## config.mk

```make
export PLATFORM = sky130hd
export DESIGN_NAME = ssq_sequencer
export DESIGN_NICKNAME = d
export VERILOG_FILES = /design/src/ssq_pkg.sv /design/src/ssq_sequencer.sv /design/src/ssq_bitclk_div.sv
export VERILOG_INCLUDE_DIRS = /design/src /design/src/src
export SDC_FILE = /design/constraint.sdc
export NUM_CORES = 1
export LEC_CHECK = 0
export ABC_AREA = 1
export BUFFER_PORTS_ARGS = -buffer_cell sky130_fd_sc_hd__buf_2
export CAP_MARGIN = 0
export CELL_PAD_IN_SITES_DETAIL_PLACEMENT = 0
export CELL_PAD_IN_SITES_GLOBAL_PLACEMENT = 1
export CORE_MARGIN = 5
export CORE_UTILIZATION = 33
export DETAILED_ROUTE_END_ITERATION = 7
export GPL_ROUTABILITY_DRIVEN = 1
export GPL_TIMING_DRIVEN = 0
export PLACE_DENSITY_LB_ADDON = 0.1
export SETUP_SLACK_MARGIN = 0.15
export SLEW_MARGIN = 0
export SYNTH_ARGS = -nofsm -noshare
export SYNTH_HDL_FRONTEND = slang
export SYNTH_SLANG_ARGS = --single-unit
```

## constraint.sdc

```tcl
create_clock -name CORE_CLK -period 8.35 [get_ports CORE_CLK]
set_input_delay 0 -clock CORE_CLK [delete_from_list [all_inputs] [get_ports CORE_CLK]]
set_output_delay 0 -clock CORE_CLK [all_outputs]
set_load 0.02 [all_outputs]
```

## src/ssq_params.svh

```systemverilog
// Purpose: constants of the startup reset and clock sequencer
// Assumes: core clock of 250 MHz, APB registers one word each
// Notes: times kept in their own unit, cycle counts derived from them
`ifndef SSQ_PARAMS_SVH
`define SSQ_PARAMS_SVH

// clock rate
`define SSQ_CORE_MHZ 250
// reference-cycle counts of the reset sequence
`define SSQ_RELEASE_REF_CYC 13'h1000
`define SSQ_MIN_PULSE_REF_CYC 3'h4
// times in microseconds and their core-cycle counts
`define SSQ_STRAP_SETUP_US 20
`define SSQ_STRAP_SETUP_CYC (`SSQ_STRAP_SETUP_US * `SSQ_CORE_MHZ)
`define SSQ_CLK_VALID_US 10
`define SSQ_CLK_VALID_CYC (`SSQ_CLK_VALID_US * `SSQ_CORE_MHZ)
`define SSQ_PLL_LOCK_US 100
`define SSQ_PLL_LOCK_CYC (`SSQ_PLL_LOCK_US * `SSQ_CORE_MHZ)
// longest reference period in ns, rounded down to core cycles
`define SSQ_REF_MAX_NS 160
`define SSQ_REF_MAX_CYC ((`SSQ_REF_MAX_NS * `SSQ_CORE_MHZ) / 1000)
// register byte offsets
`define SSQ_OFS_POWER_MGMT_CONTROL_REGISTER 12'h000
`define SSQ_OFS_SPIDIV 12'h004
`define SSQ_OFS_SERDIV 12'h008
`define SSQ_OFS_FLAGCTL 12'h00c
`define SSQ_OFS_STATUS 12'h010
`define SSQ_OFS_RATIO 12'h014
// reset values
`define SSQ_RST_PLL_DIVIDER 4'h1
`define SSQ_RST_SPIDIV 16'h0004
`define SSQ_RST_SERDIV 16'h0004
// default multipliers chosen by the clock ratio straps
`define SSQ_MULT_00 8'h10
`define SSQ_MULT_01 8'h20
`define SSQ_MULT_1X 8'h08

`endif

```

## src/ssq_pkg.sv

```systemverilog
// Purpose: types of the startup reset and clock sequencer
// Assumes: nothing beyond the constants header
// Notes: register fields travel as packed structs
package ssq_pkg;
	typedef enum logic [1:0] {
		SSQ_HELD,
		SSQ_COUNT,
		SSQ_RUN
	} ssq_state_e;

	// power management control register layout
	typedef struct packed {
		logic [18:0] unused;
		logic in_div;
		logic [3:0] pll_divider;
		logic [7:0] pll_multiplier;
	} ssq_power_mgmt_control_register_s;

	// sticky sequencing errors
	typedef struct packed {
		logic pll_short;
		logic clk_late;
		logic strap_late;
		logic short_pulse;
	} ssq_err_s;
endpackage

```

## src/ssq_sequencer.sv

```systemverilog
// Purpose: core reset release, startup checks, bit clocks and flag pins
// Assumes: reference clock and reset pin sampled by the core clock
// Notes: registers over APB with one wait state on every access
`timescale 1ns/1ps
`include "ssq_params.svh"

module ssq_sequencer import ssq_pkg::*; #(
	parameter int STRAP_SETUP_CYC = `SSQ_STRAP_SETUP_CYC,
	parameter int CLK_VALID_CYC = `SSQ_CLK_VALID_CYC,
	parameter int PLL_LOCK_CYC = `SSQ_PLL_LOCK_CYC,
	parameter int N_AUDIO_IRQ = 1
) (
	// clock and reset
	input wire logic CORE_CLK,
	input wire logic RST,
	// board pins
	input wire logic RESET_PIN_N,
	input wire logic REF_CLK_IN,
	input wire logic [1:0] CLOCK_RATIO_STRAPS,
	input wire logic [2:0] IRQ_FLAG_IN,
	input wire logic [N_AUDIO_IRQ-1:0] AUDIO_IRQ_IN,
	// flag pin 3, two-way
	input wire logic GENERAL_FLAG_PIN_3_I,
	output logic GENERAL_FLAG_PIN_3_O,
	output logic GENERAL_FLAG_PIN_3_OE,
	// core side
	input wire logic CORE_TIMER_IN,
	output logic CORE_RESET,
	output logic [2+N_AUDIO_IRQ:0] IRQ_REQ,
	output logic SERIAL_BIT_CLK,
	output logic SPI_BIT_CLK,
	// APB slave
	input wire logic PSEL,
	input wire logic PENABLE,
	input wire logic PWRITE,
	input wire logic [11:0] PADDR,
	input wire logic [31:0] PWDATA,
	output logic [31:0] PRDATA,
	output logic PREADY,
	output logic PSLVERR
);
	generate
		if (N_AUDIO_IRQ < 1 || STRAP_SETUP_CYC < 1 || CLK_VALID_CYC < 1 ||
			PLL_LOCK_CYC < 1) begin : g_chk
			$error("ssq_sequencer parameters out of range");
		end
	endgenerate

	localparam int NI = 3 + N_AUDIO_IRQ;
	localparam int LW = $clog2(PLL_LOCK_CYC + 1) + 1;
	localparam logic [LW-1:0] STRAP_LIM = LW'(STRAP_SETUP_CYC);
	localparam logic [LW-1:0] CLKV_LIM = LW'(CLK_VALID_CYC);
	localparam logic [LW-1:0] LOCK_LIM = LW'(PLL_LOCK_CYC);
	localparam logic [7:0] GAP_LIM = 8'(2 * `SSQ_REF_MAX_CYC);

	// pin synchronisers
	logic [1:0] rst_m, rst_s, ref_m, ref_s;
	logic [1:0] strap_m, strap_s, strap_q;
	logic [NI-1:0] irq_m, irq_s, irq_q;
	logic f3_m, f3_s;
	always_ff @(posedge CORE_CLK) begin
		rst_m <= {rst_m[0], RESET_PIN_N};
		ref_m <= {ref_m[0], REF_CLK_IN};
		strap_m <= CLOCK_RATIO_STRAPS;
		strap_s <= strap_m;
		irq_m <= {AUDIO_IRQ_IN, IRQ_FLAG_IN};
		irq_s <= irq_m;
		f3_m <= GENERAL_FLAG_PIN_3_I;
		f3_s <= f3_m;
	end
	assign rst_s = rst_m;
	assign ref_s = ref_m;

	// history flops behind the second stage
	logic ref_q;
	always_ff @(posedge CORE_CLK) begin
		ref_q <= ref_s[1];
		strap_q <= strap_s;
		irq_q <= irq_s;
	end

	wire ref_fall = ref_q & ~ref_s[1];
	wire ref_rise = ~ref_q & ref_s[1];
	wire strap_chg = strap_q != strap_s;

	// reset pin taken only at reference falling edges
	logic rst_asserted;
	always_ff @(posedge CORE_CLK) begin
		if (RST)
			rst_asserted <= 1'b1;
		else if (ref_fall)
			rst_asserted <= ~rst_s[1];
	end

	// release sequencer
	ssq_state_e state, next_state;
	logic [12:0] rel_cnt;
	logic [2:0] pulse_cnt;
	logic powered;
	wire release_evt = state == SSQ_HELD && !rst_asserted;
	wire count_done = rel_cnt == `SSQ_RELEASE_REF_CYC - 13'h0001;

	always_comb begin
		next_state = state;
		unique case (state)
			SSQ_HELD:
				if (!rst_asserted)
					next_state = SSQ_COUNT;
			SSQ_COUNT:
				if (rst_asserted)
					next_state = SSQ_HELD;
				else if (ref_rise && count_done)
					next_state = SSQ_RUN;
			SSQ_RUN:
				if (rst_asserted)
					next_state = SSQ_HELD;
		endcase
	end

	// count reference rising edges after a sampled release
	always_ff @(posedge CORE_CLK) begin
		if (RST || state != SSQ_COUNT || rst_asserted)
			rel_cnt <= '0;
		else if (ref_rise)
			rel_cnt <= rel_cnt + 13'h0001;
	end

	always_ff @(posedge CORE_CLK) begin
		if (RST) begin
			state <= SSQ_HELD;
			CORE_RESET <= 1'b1;
			powered <= 1'b0;
		end else begin
			state <= next_state;
			CORE_RESET <= next_state != SSQ_RUN;
			if (next_state == SSQ_RUN)
				powered <= 1'b1;
		end
	end

	// reset pulse width in reference cycles, saturating
	always_ff @(posedge CORE_CLK) begin
		if (RST || !rst_asserted)
			pulse_cnt <= '0;
		else if (ref_fall && pulse_cnt != 3'h7)
			pulse_cnt <= pulse_cnt + 3'h1;
	end

	// timers in core cycles: strap stability, clock validity, reset length
	logic [LW-1:0] strap_cnt, clkv_cnt, held_cnt;
	logic [7:0] gap_cnt;
	always_ff @(posedge CORE_CLK) begin
		if (RST || strap_chg)
			strap_cnt <= '0;
		else if (strap_cnt != STRAP_LIM)
			strap_cnt <= strap_cnt + LW'(1);
		if (RST || ref_rise)
			gap_cnt <= '0;
		else if (gap_cnt != GAP_LIM)
			gap_cnt <= gap_cnt + 8'h01;
		if (RST || gap_cnt == GAP_LIM)
			clkv_cnt <= '0;
		else if (clkv_cnt != CLKV_LIM)
			clkv_cnt <= clkv_cnt + LW'(1);
		if (RST || !rst_asserted || gap_cnt == GAP_LIM)
			held_cnt <= '0;
		else if (held_cnt != LOCK_LIM)
			held_cnt <= held_cnt + LW'(1);
	end

	// error events at the sampled release
	ssq_err_s err, err_set, err_clr;
	assign err_set.short_pulse = release_evt && powered &&
		pulse_cnt < `SSQ_MIN_PULSE_REF_CYC;
	assign err_set.strap_late = release_evt && strap_cnt != STRAP_LIM;
	assign err_set.clk_late = release_evt && clkv_cnt != CLKV_LIM;
	assign err_set.pll_short = release_evt && !powered &&
		held_cnt != LOCK_LIM;

	// APB decode
	wire acc = PSEL && PENABLE && !PREADY;
	wire wr = acc && PWRITE;
	wire hit_pm = PADDR == `SSQ_OFS_POWER_MGMT_CONTROL_REGISTER;
	wire hit_spi = PADDR == `SSQ_OFS_SPIDIV;
	wire hit_ser = PADDR == `SSQ_OFS_SERDIV;
	wire hit_flg = PADDR == `SSQ_OFS_FLAGCTL;
	wire hit_st = PADDR == `SSQ_OFS_STATUS;
	wire hit_rt = PADDR == `SSQ_OFS_RATIO;
	wire mapped = hit_pm | hit_spi | hit_ser | hit_flg | hit_st | hit_rt;
	assign err_clr = (wr && hit_st) ? ssq_err_s'(PWDATA[4:1]) : '0;

	// sticky errors, a new event wins over a write-one clear
	always_ff @(posedge CORE_CLK) begin
		if (RST)
			err <= '0;
		else
			err <= err_set | (err & ~err_clr);
	end

	// straps pick the default multiplier
	logic [7:0] strap_mult;
	assign strap_mult = (strap_s == 2'b00) ? `SSQ_MULT_00 :
		(strap_s == 2'b01) ? `SSQ_MULT_01 : `SSQ_MULT_1X;

	// software registers
	ssq_power_mgmt_control_register_s pm;
	logic [15:0] spi_div, ser_div;
	logic [2:0] flag_ctl;
	always_ff @(posedge CORE_CLK) begin
		if (RST) begin
			pm <= '0;
			pm.pll_divider <= `SSQ_RST_PLL_DIVIDER;
			spi_div <= `SSQ_RST_SPIDIV;
			ser_div <= `SSQ_RST_SERDIV;
			flag_ctl <= '0;
		end else if (state != SSQ_RUN) begin
			pm.pll_multiplier <= strap_mult;
		end else if (wr) begin
			if (hit_pm)
				pm <= ssq_power_mgmt_control_register_s'({19'h0_0000, PWDATA[12:0]});
			if (hit_spi)
				spi_div <= PWDATA[15:0];
			if (hit_ser)
				ser_div <= PWDATA[15:0];
			if (hit_flg)
				flag_ctl <= PWDATA[2:0];
		end
	end

	// ratio readback: VCO over reference and core divisor
	logic [15:0] vco_mult, core_div;
	assign vco_mult = pm.in_div ? {8'h00, pm.pll_multiplier} :
		{7'h00, pm.pll_multiplier, 1'b0};
	assign core_div = {11'h000, pm.pll_divider, 1'b0};

	logic [31:0] rdata;
	assign rdata = hit_pm ? 32'(pm) :
		hit_spi ? {16'h0000, spi_div} :
		hit_ser ? {16'h0000, ser_div} :
		hit_flg ? {29'h0000_0000, flag_ctl} :
		hit_st ? {26'h000_0000, f3_s, err, CORE_RESET} :
		hit_rt ? {core_div, vco_mult} : 32'h0000_0000;

	// one wait state, then a one-cycle ready
	always_ff @(posedge CORE_CLK) begin
		if (RST) begin
			PREADY <= 1'b0;
			PSLVERR <= 1'b0;
			PRDATA <= 32'h0000_0000;
		end else begin
			PREADY <= acc;
			PSLVERR <= acc && !mapped;
			PRDATA <= (acc && !PWRITE) ? rdata : 32'h0000_0000;
		end
	end

	// interrupt requests only after two cycles of level
	always_ff @(posedge CORE_CLK) begin
		if (RST)
			IRQ_REQ <= '0;
		else
			IRQ_REQ <= irq_s & irq_q;
	end

	// flag pin 3: core timer or plain flag
	always_ff @(posedge CORE_CLK) begin
		if (RST) begin
			GENERAL_FLAG_PIN_3_O <= 1'b0;
			GENERAL_FLAG_PIN_3_OE <= 1'b0;
		end else begin
			GENERAL_FLAG_PIN_3_O <= flag_ctl[0] ? CORE_TIMER_IN : flag_ctl[2];
			GENERAL_FLAG_PIN_3_OE <= flag_ctl[0] | flag_ctl[1];
		end
	end

	// bit clocks as whole multiples of the core period
	ssq_bitclk_div #(.W(16)) u_ser_div (
		.clk(CORE_CLK),
		.rst(RST),
		.ratio(ser_div),
		.bit_clk(SERIAL_BIT_CLK)
	);
	ssq_bitclk_div #(.W(16)) u_spi_div (
		.clk(CORE_CLK),
		.rst(RST),
		.ratio(spi_div),
		.bit_clk(SPI_BIT_CLK)
	);
endmodule // ssq_sequencer

```

## src/ssq_bitclk_div.sv

```systemverilog
// Purpose: bit clock whose period is a whole number of core periods
// Assumes: ratio changes take effect at once, even in mid period
// Notes: ratios below two are served as two
`timescale 1ns/1ps
module ssq_bitclk_div #(
	parameter int W = 16
) (
	// clock and reset
	input wire logic clk,
	input wire logic rst,
	// period in core cycles
	input wire logic [W-1:0] ratio,
	// generated clock
	output logic bit_clk
);
	generate
		if (W < 2) begin : g_chk
			$error("ssq_bitclk_div needs W of two or more");
		end
	endgenerate

	logic [W-1:0] cnt;
	logic [W-1:0] per;
	logic [W-1:0] next_cnt;
	logic next_bit_clk;

	// a flop cannot toggle faster than every core cycle
	assign per = (ratio < W'(2)) ? W'(2) : ratio;
	assign next_cnt = (cnt >= per - W'(1)) ? '0 : cnt + W'(1);
	assign next_bit_clk = next_cnt < (per >> 1);

	// period counter and output flop
	always_ff @(posedge clk) begin
		if (rst) begin
			cnt <= '0;
			bit_clk <= 1'b0;
		end else begin
			cnt <= next_cnt;
			bit_clk <= next_bit_clk;
		end
	end
endmodule // ssq_bitclk_div

```

Yosys cells after proc, flatten, opt, wreduce, memory -nomap -nowiden

Index checks and enable logic that the tools add are counted.

Input port bits: 59
Word-level logic and storage cells: 161
Bits in registers: 216
Output and inout port bits: 43

Add/subtract/negate cells: 10
Muxes and demuxes: 23
Order comparisons: 7
Equality and inequality tests: 20
Bitwise logic cells: 18
Reduce and logical (&&, ||, !) cells: 40

Operator list:

| kind                                                        | number |
|---|---|
| 2-to-1 mux 16 bit                                           | 8 |
| adder 16 x 1 -> 16 bit, second input constant               | 5 |
| greater-or-equal comparator 16 bit                          | 2 |
| less-than comparator 16 x 15 -> 1 bit                       | 2 |
| less-than comparator 16 x 2 -> 1 bit, second input constant | 2 |
| subtractor 16 x 1 -> 16 bit, second input constant          | 2 |
| == test 12 x 4 -> 1 bit, second input constant              | 2 |
| == test 12 x 5 -> 1 bit, second input constant              | 2 |
| 2-to-1 mux 8 bit                                            | 3 |
| 2-to-1 mux 9 bit                                            | 2 |
| inequality test 16 x 12 -> 1 bit, second input constant     | 1 |
| inequality test 16 x 13 -> 1 bit, second input constant     | 1 |
| inequality test 16 x 15 -> 1 bit, second input constant     | 1 |
| logical AND 1 bit                                           | 15 |
| adder 13 x 1 -> 13 bit, second input constant               | 1 |
| == test 13 x 12 -> 1 bit, second input constant             | 1 |
| 2-to-1 mux 13 bit                                           | 1 |
| == test 12 x 3 -> 1 bit, second input constant              | 1 |
| logical NOT 12 bit                                          | 1 |
| 2-to-1 mux 6 bit                                            | 2 |
| AND reduction 3 bit                                         | 4 |
| adder 8 x 1 -> 8 bit, second input constant                 | 1 |
| AND 4 bit                                                   | 2 |
| == test 8 x 7 -> 1 bit, second input constant               | 1 |
| other kinds (26)                                            | 55 |

Logic depth before layout (Yosys ltp)

Gate-level depths: netlist (run 1).

Depth in word-level cells: 8
Mapped depth: 34
Mapped depth without buffers: 33

Modules after synthesis

A second synthesis (run 1) with hierarchy kept.

Cells, all modules: 1589
Area, all modules: 11736.3 um^2

Modules (own cells, without submodules):

| module                     | sequential area each (um^2) | cells an instance | area each (um^2) | instances |
|---|---|---|---|---|
| ssq_sequencer              | 3643.5                      | 1017              | 7895.1           | 1 |
| ssq_bitclk_div (u_ser_div) | 340.3                       | 287               | 1935.6           | 1 |
| ssq_bitclk_div (u_spi_div) | 340.3                       | 285               | 1905.6           | 1 |

Worst setup path after synthesis (run 1)

No wires, ideal clock.

Kind: register to register
Start point: reg spi_div[3]
End point: reg u_spi_div.bit_clk
Buffers on the path: 1
Arrival time: 3.931 ns
Cell stages (with the launch flop): 30
Setup time: 0.070 ns
Path slack: 4.349 ns
Period minus slack after synthesis: 4.001 ns
Required time: 8.280 ns
Path through: dfxtp_1 > nor2_4 > nand3_1 > nor2_1 > nand4_1 > nand2_2 > ha_1 > nand3_1 > nor2_1 > nand2_1 > nor2_1 > nand3_1 > nor2_1 > nand3_1 > xor2_1 > inv_1 > ha_1 > nand4_1 > a21oi_1 > nor2_1 > and2_1 > inv_2 > buf_1 > nor2_1 > ha_1 > a21oi_1 > nor2_1 > a211oi_1 > nand2_1 > a21oi_1

Word-level cells in the longest chain between the ends: 6

Ends and longest elaborated chain:

| item                                    | RTL line             | RTL |
|---|---|---|
| from (decl)                             | ssq_sequencer.sv:207 | `logic [15:0] spi_div, ser_div;` |
| from (signal assigned)                  | ssq_sequencer.sv:213 | `` spi_div <= `SSQ_RST_SPIDIV; `` |
| from (signal assigned)                  | ssq_sequencer.sv:222 | `spi_div <= PWDATA[15:0];` |
| less-than comparator 16 x 2 -> 1 bit    | ssq_bitclk_div.sv:28 | `assign per = (ratio < W'(2)) ? W'(2) : ratio;` |
| 2-to-1 mux 16 bit *                     | ssq_bitclk_div.sv:28 |  |
| subtractor 16 x 1 -> 16 bit *           | ssq_bitclk_div.sv:29 | `assign next_cnt = (cnt >= per - W'(1)) ? '0 : cnt + W'(1);` |
| greater-or-equal comparator 16 bit *    | ssq_bitclk_div.sv:29 |  |
| 2-to-1 mux 16 bit *                     | ssq_bitclk_div.sv:29 |  |
| net u_spi_div.next_cnt[5]               | ssq_bitclk_div.sv:24 | `logic [W-1:0] next_cnt;` |
| less-than comparator 16 x 15 -> 1 bit * | ssq_bitclk_div.sv:30 | `assign next_bit_clk = next_cnt < (per >> 1);` |
| to (signal assigned)                    | ssq_bitclk_div.sv:39 | `bit_clk <= next_bit_clk;` |
| to (decl)                               | ssq_bitclk_div.sv:14 | `output logic bit_clk` |

Mark *: on every way through the listed nets, which the timed path passes. The rest lies on a longest branch.
A chain may end at the register's enable or synchronous reset.

Final worst setup path (run 1)

Same ends and word-level chain as after synthesis.

==> results_dict.tcl, run 1 <==
set metrics [dict create \
    end_kind "flip-flop" \
    setup_tns_ns 0 \
    critPathKind "reg -> reg" \
    place.detailed.hpwl_mm 24.7 \
    reg2reg_depth 29 \
    hold_path.class "in -> reg" \
    cpPeakStageDelay_ns 0.44 \
    grt_antenna_before_repair 2 \
    ys_ff_latch 216 \
    n_antenna_cell 0 \
    slew_violations 0 \
    die_w_um 194 \
    swShare 0.268 \
    syn2layout_area_growth_pct 19.9 \
    worst_slack_ns 3.34 \
    fin_nets 1809 \
    rsz0062_at_grt "no" \
    fin_crit_ns 5.01 \
    vdd_drop_max_mv 0.139 \
    switchingPower_mw 0.711 \
    grt_pass1_wl_mm 51.5 \
    p_seq_frac 0.408 \
    cts_resized 0 \
    synthFlopType "dfxtp_1" \
    grt_pass1_vias 9508 \
    clockBufferDepth 3 \
    placed_cell_area_um2 12200 \
    power_mw 2.65 \
    start_util 0.334 \
    fmax_ghz 0.200 \
    crit_fanout 10 \
    synth_edf_count 0 \
    seq_area_frac_synth 0.386 \
    die_area_um2 37700 \
    r2r-end "u_spi_div.bit_clk$_SDFF_PP0_" \
    power_leakage_nw 5.63 \
    grt_use_total 0.166 \
    reg2reg_from "spi_div[3]$_SDFFE_PP0P_" \
    fin_skew_ns 0.0184 \
    comb_power_share 0.118 \
    final_common_cell "nand2_1" \
    hold_viol 0 \
    cts-root-buf "clkbuf_16" \
    path_common_cell "nor2_1" \
    drc 0 \
    grt-ovfl-total 0 \
    critPathSlowestCell "buf_1" \
    worstHoldEndpoint "err[0]$_SDFF_PP0_" \
    clk_pin_slew_ns 0.06 \
    drt-initial-drc-count 554 \
    firstDrtPassIters 5 \
    cts.sinks 216 \
    worst_pin_slew_ns 1.09 \
    io_pins 102 \
    status "finished clean" \
    max_cap_violations 0 \
    netlist-cell-type-count 52 \
    drt_wl_total_mm 31.9 \
    antenna_left 0 \
    drive_above_1_share 0.129 \
    via_count 9950 \
    num_rows 67 \
    slew_headroom 0.271 \
    post_cts_buffers 0 \
    wl_per_cell_um 14.9 \
    p_int_mw 1.94 \
    drt-vias-per-instance 4.65 \
    setup_viol 0 \
    rrSetupSlack_ns 3.34 \
    insertion_delay_ns 0.56 \
    critPathLaunchType "flip-flop" \
    grt_start_max_net_pins 15 \
    syn-cell-area_um2 11200 \
    min_path_cells 5 \
    ys_warn_count 0 \
    worstPathRequired_ns 8.82 \
    syn_area_per_cell_um2 7.32 \
    numCtsBuffers 27 \
    holdCritStartpoint "PADDR[2]" \
    ys_async_sr_fraction 0 \
    final_cell_area_um2 13400 \
    chipHeight_um 194 \
    p_clk_frac 0.474 \
    cts_tree "built" \
    hold_buffers 29 \
    synth_cells 1530 \
    mostFrequentLayoutCells "241 x nand2_1, 216 x dfxtp_1, 208 x inv_1" \
    gp_congestion 0.793 \
    cp.arrival_ns 5.48 \
    post-route-period-util 0.600 \
    powerDensity_nw_per_um2 197 \
    cts-htree-levels 1 \
    coreArea_um2 33500 \
    portBuffers 73 \
    dp_slack_ns 3.34 \
]
## cells in the mapped netlist, types with 4 or more instances
master / count / area share
nand2_1: 241 / 0.081
dfxtp_1: 216 / 0.39
inv_1: 208 / 0.070
nor2_1: 178 / 0.060
a21oi_1: 128 / 0.057
ha_1: 78 / 0.087
o21ai_0: 76 / 0.034
nor3_1: 56 / 0.025
nand3_1: 55 / 0.025
inv_2: 33 / 0.011
xor2_1: 31 / 0.024
nand4_1: 26 / 0.015
nor4_1: 20 / 0.011
a211oi_1: 19 / 0.013
clkbuf_1: 18 / 0.0060
o21ai_1: 13 / 0.0058
buf_4: 12 / 0.0080
buf_2: 11 / 0.0049
o211ai_1: 11 / 0.0074
nor2_2: 10 / 0.0056
xnor2_1: 9 / 0.0070
nor3_2: 6 / 0.0054
a31oi_1: 5 / 0.0028
nor2_4: 5 / 0.0050
o21a_1: 5 / 0.0034
and2_1: 4 / 0.0022
buf_1: 4 / 0.0013
nand2_2: 4 / 0.0022
o221ai_1: 4 / 0.0031
o31ai_1: 4 / 0.0027
## metrics by stage
step | utilization | cells | hold slack [ns]
final | 0.401 | 2140 | 0.0432
after global routing | 0.401 | 2140 | 0.0713
after CTS | 0.401 | 2140 | 0.0135
after detailed placement | 0.363 | 2062 | 0.104
after global placement | 0.363 | 2062 | 0.104
after floorplan | - | 1541 | 0.0277
## worst max path at each step
| stage | endpoint | from | slack, ns | depth (start not counted) |
|---|---|---|---|---|
| final | u_spi_div.bit_clk$_SDFF_PP0_ | spi_div[3]$_SDFFE_PP0P_ | 3.34 | 29 |
| after global routing | u_spi_div.bit_clk$_SDFF_PP0_ | spi_div[3]$_SDFFE_PP0P_ | 2.69 | 29 |
| after CTS | u_spi_div.bit_clk$_SDFF_PP0_ | spi_div[3]$_SDFFE_PP0P_ | 3.25 | 29 |
| after detailed placement | u_spi_div.bit_clk$_SDFF_PP0_ | spi_div[3]$_SDFFE_PP0P_ | 3.34 | 29 |
| after global placement | u_spi_div.bit_clk$_SDFF_PP0_ | spi_div[3]$_SDFFE_PP0P_ | 3.30 | 29 |
| after floorplan | u_spi_div.bit_clk$_SDFF_PP0_ | spi_div[3]$_SDFFE_PP0P_ | 4.35 | 29 |
## kinds of logic after synthesis
kind of cell | Yosys count | share of synthesized area
fa+ha+maj | 78 | 0.0871
buf+inv | 288 | 0.102
flops | 216 | 0.386
simple gates | 628 | 0.254
xor+xnor | 40 | 0.0313
compound gates | 279 | 0.140
other cells | 1 | 0.000335
## layout make-up
cell class | count | area, um2
repair buffers | 102 | 656
fillers | 3623 | 20100
plain buffers | 45 | 228
multi-input cells | 1037 | 5780
clock inverters | 19 | 254
clock buffers | 30 | 717
well taps | 448 | 561
flip-flops and latches | 216 | 4320
inverters | 243 | 912
## flip-flops by register name (all words and copies together), names as in the netlist, 3 cells and up
name	cells
PRDATA	20
clkv_cnt	16
held_cnt	16
ser_div	16
spi_div	16
strap_cnt	16
u_ser_div.cnt	16
u_spi_div.cnt	16
rel_cnt	13
pm	9
gap_cnt	8
IRQ_REQ	4
core_div	4
err	4
irq_m	4
irq_q	4
irq_s	4
flag_ctl	3
pulse_cnt	3
## worst max-delay path: cells and delay by family (launching register included)
family,cells,cell delay [ns]
compound gates,4,0.67
xor+xnor,1,0.16
fa+ha+maj,3,0.82
buf+inv,3,0.68
flops,1,0.37
simple gates,18,2.23
## power groups by stage
stage / clock network (mW) / logic [mW] / registers, mW
floorplan: 0 / 0.195 / 1.11
global placement: 0 / 0.304 / 1.10
detailed placement: 0 / 0.304 / 1.10
CTS: 1.29 / 0.317 / 1.08
global route: 1.34 / 0.360 / 1.08
finish: 1.26 / 0.312 / 1.08
## metal layers
| metal | vias to the layer above | track usage | share of wire |
|---|---|---|---|
| met5 | - | 0 | 0.00066 |
| met4 | 4 | 0.0341 | 0.017 |
| met3 | 46 | 0.0264 | 0.042 |
| met2 | 169 | 0.273 | 0.45 |
| met1 | 4418 | 0.232 | 0.49 |
| li1 | 5313 | - | - |
Note: power is estimated with default switching activity, not from simulation.
==> run 2, diff against run 1 <==
- clock period: 8.35 -> 4.64 ns (I/O delays scaled with it)
==> run 2 against run 1 <==
  * Core utilization rose by 1.5 points
  * Count of clock-buffer cells in the layout unchanged
  * Clock skew fell by 0.0025 ns
  * Sequential power grew 80%
  * Cell count increased by 1.1%
  * Die area unchanged
  * Non-clock buffer count up 24
  * Via count is 1.6% higher
  * Final area increased by 3.8%
  * First-iteration DRC count is 7.9% lower
  * Routed wire length is 1.4% higher
  * Critical path depth fell by 2
  * Critical endpoint unchanged
  * Largest power group unchanged
==> results_dict.tcl, run 2 (synthesis results as in run 1) <==
set metrics [dict create \
    multi_input_area_um2 6030 \
    grt-ovfl-total 0 \
    power_leakage_nw 5.81 \
    grt_pass1_wl_mm 51.5 \
    grt_pass1_vias 9513 \
    fin_crit_ns 4.23 \
    top_register "PRDATA" \
    cp.arrival_ns 4.71 \
    mostFrequentLayoutCells "234 x nand2_1, 210 x dfxtp_1, 207 x inv_1" \
    portBuffers 73 \
    drt-initial-drc-count 510 \
    critPathBufInv 3 \
    syn2layout_area_growth_pct 24.5 \
    max_cap_violations 0 \
    crit_family "simple AND/OR/NAND/NOR gates" \
    final_cell_area_um2 13900 \
    die_area_um2 37700 \
    holdCritStartpoint "PADDR[2]" \
    grt_use_total 0.166 \
    wl_per_cell_um 15.0 \
    fin_nets 1833 \
    die_w_um 194 \
    cts_tree "built" \
    fin_skew_ns 0.0158 \
    hold_viol 0 \
    slew_violations 0 \
    worst_slack_ns 0.407 \
    regArea_um2 4330 \
    end_kind "flip-flop" \
    crit_fanout 8 \
    r2r-end "u_spi_div.bit_clk$_SDFF_PP0_" \
    n_antenna_cell 0 \
    antenna_left 0 \
    rrSetupSlack_ns 0.41 \
    status "finished clean" \
    min_path_cells 5 \
    fmax_ghz 0.236 \
    grt_start_max_net_pins 15 \
    numCtsBuffers 27 \
    drt-vias-per-instance 4.67 \
    insertion_delay_ns 0.55 \
    grt_antenna_before_repair 2 \
    firstDrtPassIters 5 \
    drive_above_1_share 0.175 \
    worst_pin_slew_ns 1.10 \
    reg2reg_from "spi_div[7]$_SDFFE_PP0P_" \
    dp_slack_ns -0.373 \
    slew_headroom 0.267 \
    post-route-period-util 0.912 \
    rsz0062_at_grt "yes" \
    reg2reg_depth 27 \
    drc 0 \
    hold_path.class "in -> reg" \
    num_rows 67 \
    cts.sinks 216 \
    hold-worst-slack_ns 0.0416 \
    drt_wl_total_mm 32.4 \
    critPathLaunchType "flip-flop" \
    setup_tns_ns 0 \
    powerDensity_nw_per_um2 356 \
    cpPeakStageDelay_ns 0.34 \
    coreArea_um2 33500 \
    vdd_drop_max_mv 0.252 \
    place.detailed.hpwl_mm 24.7 \
    path_depth 27 \
    critPathKind "reg -> reg" \
    setup_viol 0 \
    clockBufferDepth 3 \
    via_count 10100 \
    worstHoldEndpoint "err[0]$_SDFF_PP0_" \
    fill_cells 3584 \
    io_pins 102 \
    path_common_cell "nor2_1" \
    cts-htree-levels 1 \
    placed_cell_area_um2 12200 \
    gp_congestion 0.793 \
    final_util 0.416 \
    worstPathRequired_ns 5.12 \
    cts-root-buf "clkbuf_16" \
    critPathSlowestCell "dfxtp_1" \
    clk_pin_slew_ns 0.06 \
    largest_register_ffs 20 \
    start_util 0.334 \
    final_common_cell "nand2_1" \
    chipHeight_um 194 \
]
[run 2: cell count changes in the layout (fill, tap and decap cells not counted), moves of 7 or more]
cell and change:
nand2_1 -7, nor2_1 -14, nor2_2 +10, buf_4 +23
[run 2: cell type report]
| class | instances | area share |
|---|---|---|
| Tap cell | 448 | 0.0402 |
| Buffer | 45 | 0.0192 |
| Multi-Input combinational cell | 1037 | 0.433 |
| Clock inverter | 19 | 0.0182 |
| Inverter | 243 | 0.0663 |
| Timing Repair Buffer | 126 | 0.0612 |
| Sequential cell | 216 | 0.311 |
| Clock buffer | 30 | 0.0514 |
[run 2: per-stage QoR]
step | cells | power (mW)
finish | 2164 | 4.97
global route | 2164 | 5.22
CTS | 2140 | 4.87
detailed placement | 2062 | 2.53
global placement | 2062 | 2.53
floorplan | 1541 | 2.34
[run 2: worst max-delay path by stage]
stage / from / end / slack [ns]
3_5_place_dp: spi_div[3]$_SDFFE_PP0P_ / u_spi_div.bit_clk$_SDFF_PP0_ / -0.37
4_1_cts: spi_div[3]$_SDFFE_PP0P_ / u_spi_div.bit_clk$_SDFF_PP0_ / 0.09
5_1_grt: spi_div[4]$_SDFFE_PP0P_ / u_spi_div.bit_clk$_SDFF_PP0_ / 0.09
6_report: spi_div[7]$_SDFFE_PP0P_ / u_spi_div.bit_clk$_SDFF_PP0_ / 0.41
2_1_floorplan: spi_div[3]$_SDFFE_PP0P_ / u_spi_div.bit_clk$_SDFF_PP0_ / 0.64
3_3_place_gp: spi_div[3]$_SDFFE_PP0P_ / u_spi_div.bit_clk$_SDFF_PP0_ / -0.41
[run 2: repair_timing]
action                                  CTS  global route
pin swaps                                 0            40
endpoints found under the setup margin    2             2
cloned                                    0             1
buffers inserted                          0            23
hold endpoints to repair                 63             0
hold buffers                             29             0
resized for setup                        15            71
[run 2: report_power, final]
part / switching, mW / internal [mW]
clock network: 0.863 / 1.40
logic: 0.444 / 0.317
registers: 0.0332 / 1.91
[run 2: per-layer routing]
layer  global-route usage  routed length (um)  vias to the layer above  part of all wire
met5                    0                  21                        -           0.00065
met4               0.0320                 512                        4             0.016
met3               0.0264                1420                       46             0.044
met2                0.274               14600                      169              0.45
met1                0.233               15800                     4540              0.49
li1                     -                   -                     5351                 -
[run 2: worst min-delay path: stages]
cell and delay, ns:
buf_2 0.12, nor3_1 0.07, nand3_1 0.14, o21ai_0 0.10
o32ai_1 0.10
==> run 3, diff against run 2 <==
- clock period: 4.64 -> 3.8 ns (I/O delays scaled with it)
==> run 3 against run 2 <==
  * Via count rose by 2.1%
  * Clock skew hardly changed
  * Routed wire length rose by 3.0%
  * Largest power group unchanged
  * The run now ends with negative setup slack left
  * Critical path type unchanged
==> results_dict.tcl, run 3 (synthesis results as in run 1) <==
set metrics [dict create \
    start_util 0.334 \
    violations "negative setup slack" \
    rsz0062_at_grt "yes" \
    firstDrtPassIters 5 \
    hold_viol 0 \
    min_path_cells 7 \
    grt_antenna_before_repair 0 \
    power_leakage_nw 6.03 \
    hold_path.class "in -> reg" \
    fin_crit_ns 4.18 \
    grt_use_met1 0.239 \
    post-route-period-util 1.10 \
    coreArea_um2 33500 \
    end_kind "flip-flop" \
    worst_slack_ns -0.381 \
    drt-initial-drc-count 468 \
    fin_skew_ns 0.0158 \
    crit_fanout 7 \
    dp.cells 2062 \
    critPathKind "reg -> reg" \
    mostFrequentLayoutCells "224 x nand2_1, 205 x inv_1, 200 x dfxtp_1" \
    critPathLaunchType "flip-flop" \
    io_pins 102 \
    gp_congestion 0.800 \
    layout.cells.non_filler 2196 \
    hold-worst-slack_ns 0.0116 \
    setup_viol 2 \
    portBuffers 73 \
    top_register "PRDATA" \
    critPathSlowestCell "dfxtp_2" \
    grt_use_total 0.172 \
    cp.arrival_ns 4.60 \
    n_antenna_cell 0 \
    reg2reg_depth 28 \
    vdd_drop_max_mv 0.355 \
    antenna_left 0 \
    gr-usage-met2 0.286 \
    slew_violations 0 \
    place.detailed.hpwl_mm 24.7 \
    setup_tns_ns -0.381 \
    drc 0 \
    cts.sinks 216 \
    final_util 0.437 \
    fin_nets 1864 \
    wl_per_cell_um 15.2 \
    path_common_cell "nor2_2" \
    cts-htree-levels 1 \
    grtUsageMet3 0.0269 \
    insertion_delay_ns 0.54 \
    syn2layout_area_growth_pct 30.8 \
    drt-vias-per-instance 4.70 \
    num_rows 67 \
    worst_pin_slew_ns 1.09 \
    power_mw 6.24 \
    clk_pin_slew_ns 0.06 \
    final_common_cell "nand2_1" \
    grt-ovfl-total 0 \
    cts-root-buf "clkbuf_16" \
    via_count 10300 \
    grt_start_max_net_pins 14 \
    die_area_um2 37700 \
    die_w_um 194 \
    max_cap_violations 0 \
    drt_wl_total_mm 33.3 \
    fmax_ghz 0.239 \
    status "finished, violations left" \
    worstPathRequired_ns 4.22 \
    largest_register_ffs 20 \
    clockBufferDepth 3 \
    numCtsBuffers 27 \
    slew_headroom 0.275 \
    grt_pass1_wl_mm 53.4 \
    drive_above_1_share 0.226 \
    cpPeakStageDelay_ns 0.36 \
    chipHeight_um 194 \
    cts_tree "built" \
    grt_pass1_vias 10000 \
    grt.busiest_layer "met2" \
    powerDensity_nw_per_um2 426 \
]
[run 3: cell count changes in the layout (fill, tap and decap cells not counted), moves of 10 or more]
cell | previous run | this run
buf_4 | 35 | 56
ha_4 | 5 | 16
dfxtp_1 | 210 | 200
nand2_1 | 234 | 224
ha_1 | 72 | 62
nor2_1 | 164 | 152
[run 3: per-layer routing]
metal	share of wire	wire (um)
met1	0.47	15800
met2	0.46	15200
met3	0.050	1660
met4	0.019	629
met5	0	0
[run 3: worst paths after layout]
| check | start | endpoint | slack [ns] |
|---|---|---|---|
| max | spi_div[2]$_SDFFE_PP1P_ | u_spi_div.bit_clk$_SDFF_PP0_ | -0.38 |
| min | PENABLE | PSLVERR$_SDFF_PP0_ | 0.01 |
| max reg2reg | spi_div[2]$_SDFFE_PP1P_ | u_spi_div.bit_clk$_SDFF_PP0_ | -0.38 |
| min reg2reg | strap_m[0]$_DFF_P_ | strap_s[0]$_DFF_P_ | 0.32 |
[run 3: cell type report]
cell class                      instances  area [um2]
Clock buffer                           30         707
Fill cell                            3525       18900
Inverter                              243         922
Clock inverter                         20         249
Sequential cell                       216        4360
Buffer                                 45         272
Multi-Input combinational cell       1037        6460
Timing Repair Buffer                  157        1120
Tap cell                              448         561
[run 3: critical path, delay by kind of cell (launching register included)]
kind                       cells  cell delay, ns
xor gates and xnor gates       1            0.14
AOI/OAI and AO/OA              1            0.08
DFF                            1            0.36
adders and majority gates      3            0.70
buffers and inverters          5            0.55
and+or+nand+nor               18            2.24
[run 3: where the power goes]
part | total, mW | internal, mW | switching, mW
Combinational | 1.12 | 0.504 | 0.619
Sequential | 2.37 | 2.33 | 0.0409
Clock | 2.74 | 1.69 | 1.06
[run 3: through the flow]
step           cell area, um2  worst slack (ns)
5_1_grt                 14700            -0.682
6_report                14700            -0.381
4_1_cts                 14200            -0.350
2_1_floorplan           11300            0.0268
3_3_place_gp            12200            -0.841
3_5_place_dp            12200            -0.792
[run 3: repair_timing]
item                                    4_1_cts  5_1_grt
buffers inserted                             43       12
pin swaps                                    77       53
endpoints found under the setup margin       27       24
hold buffers                                 28        0
cloned                                        1        0
endpoints found under the hold margin        62        0
resized for setup                           101       78
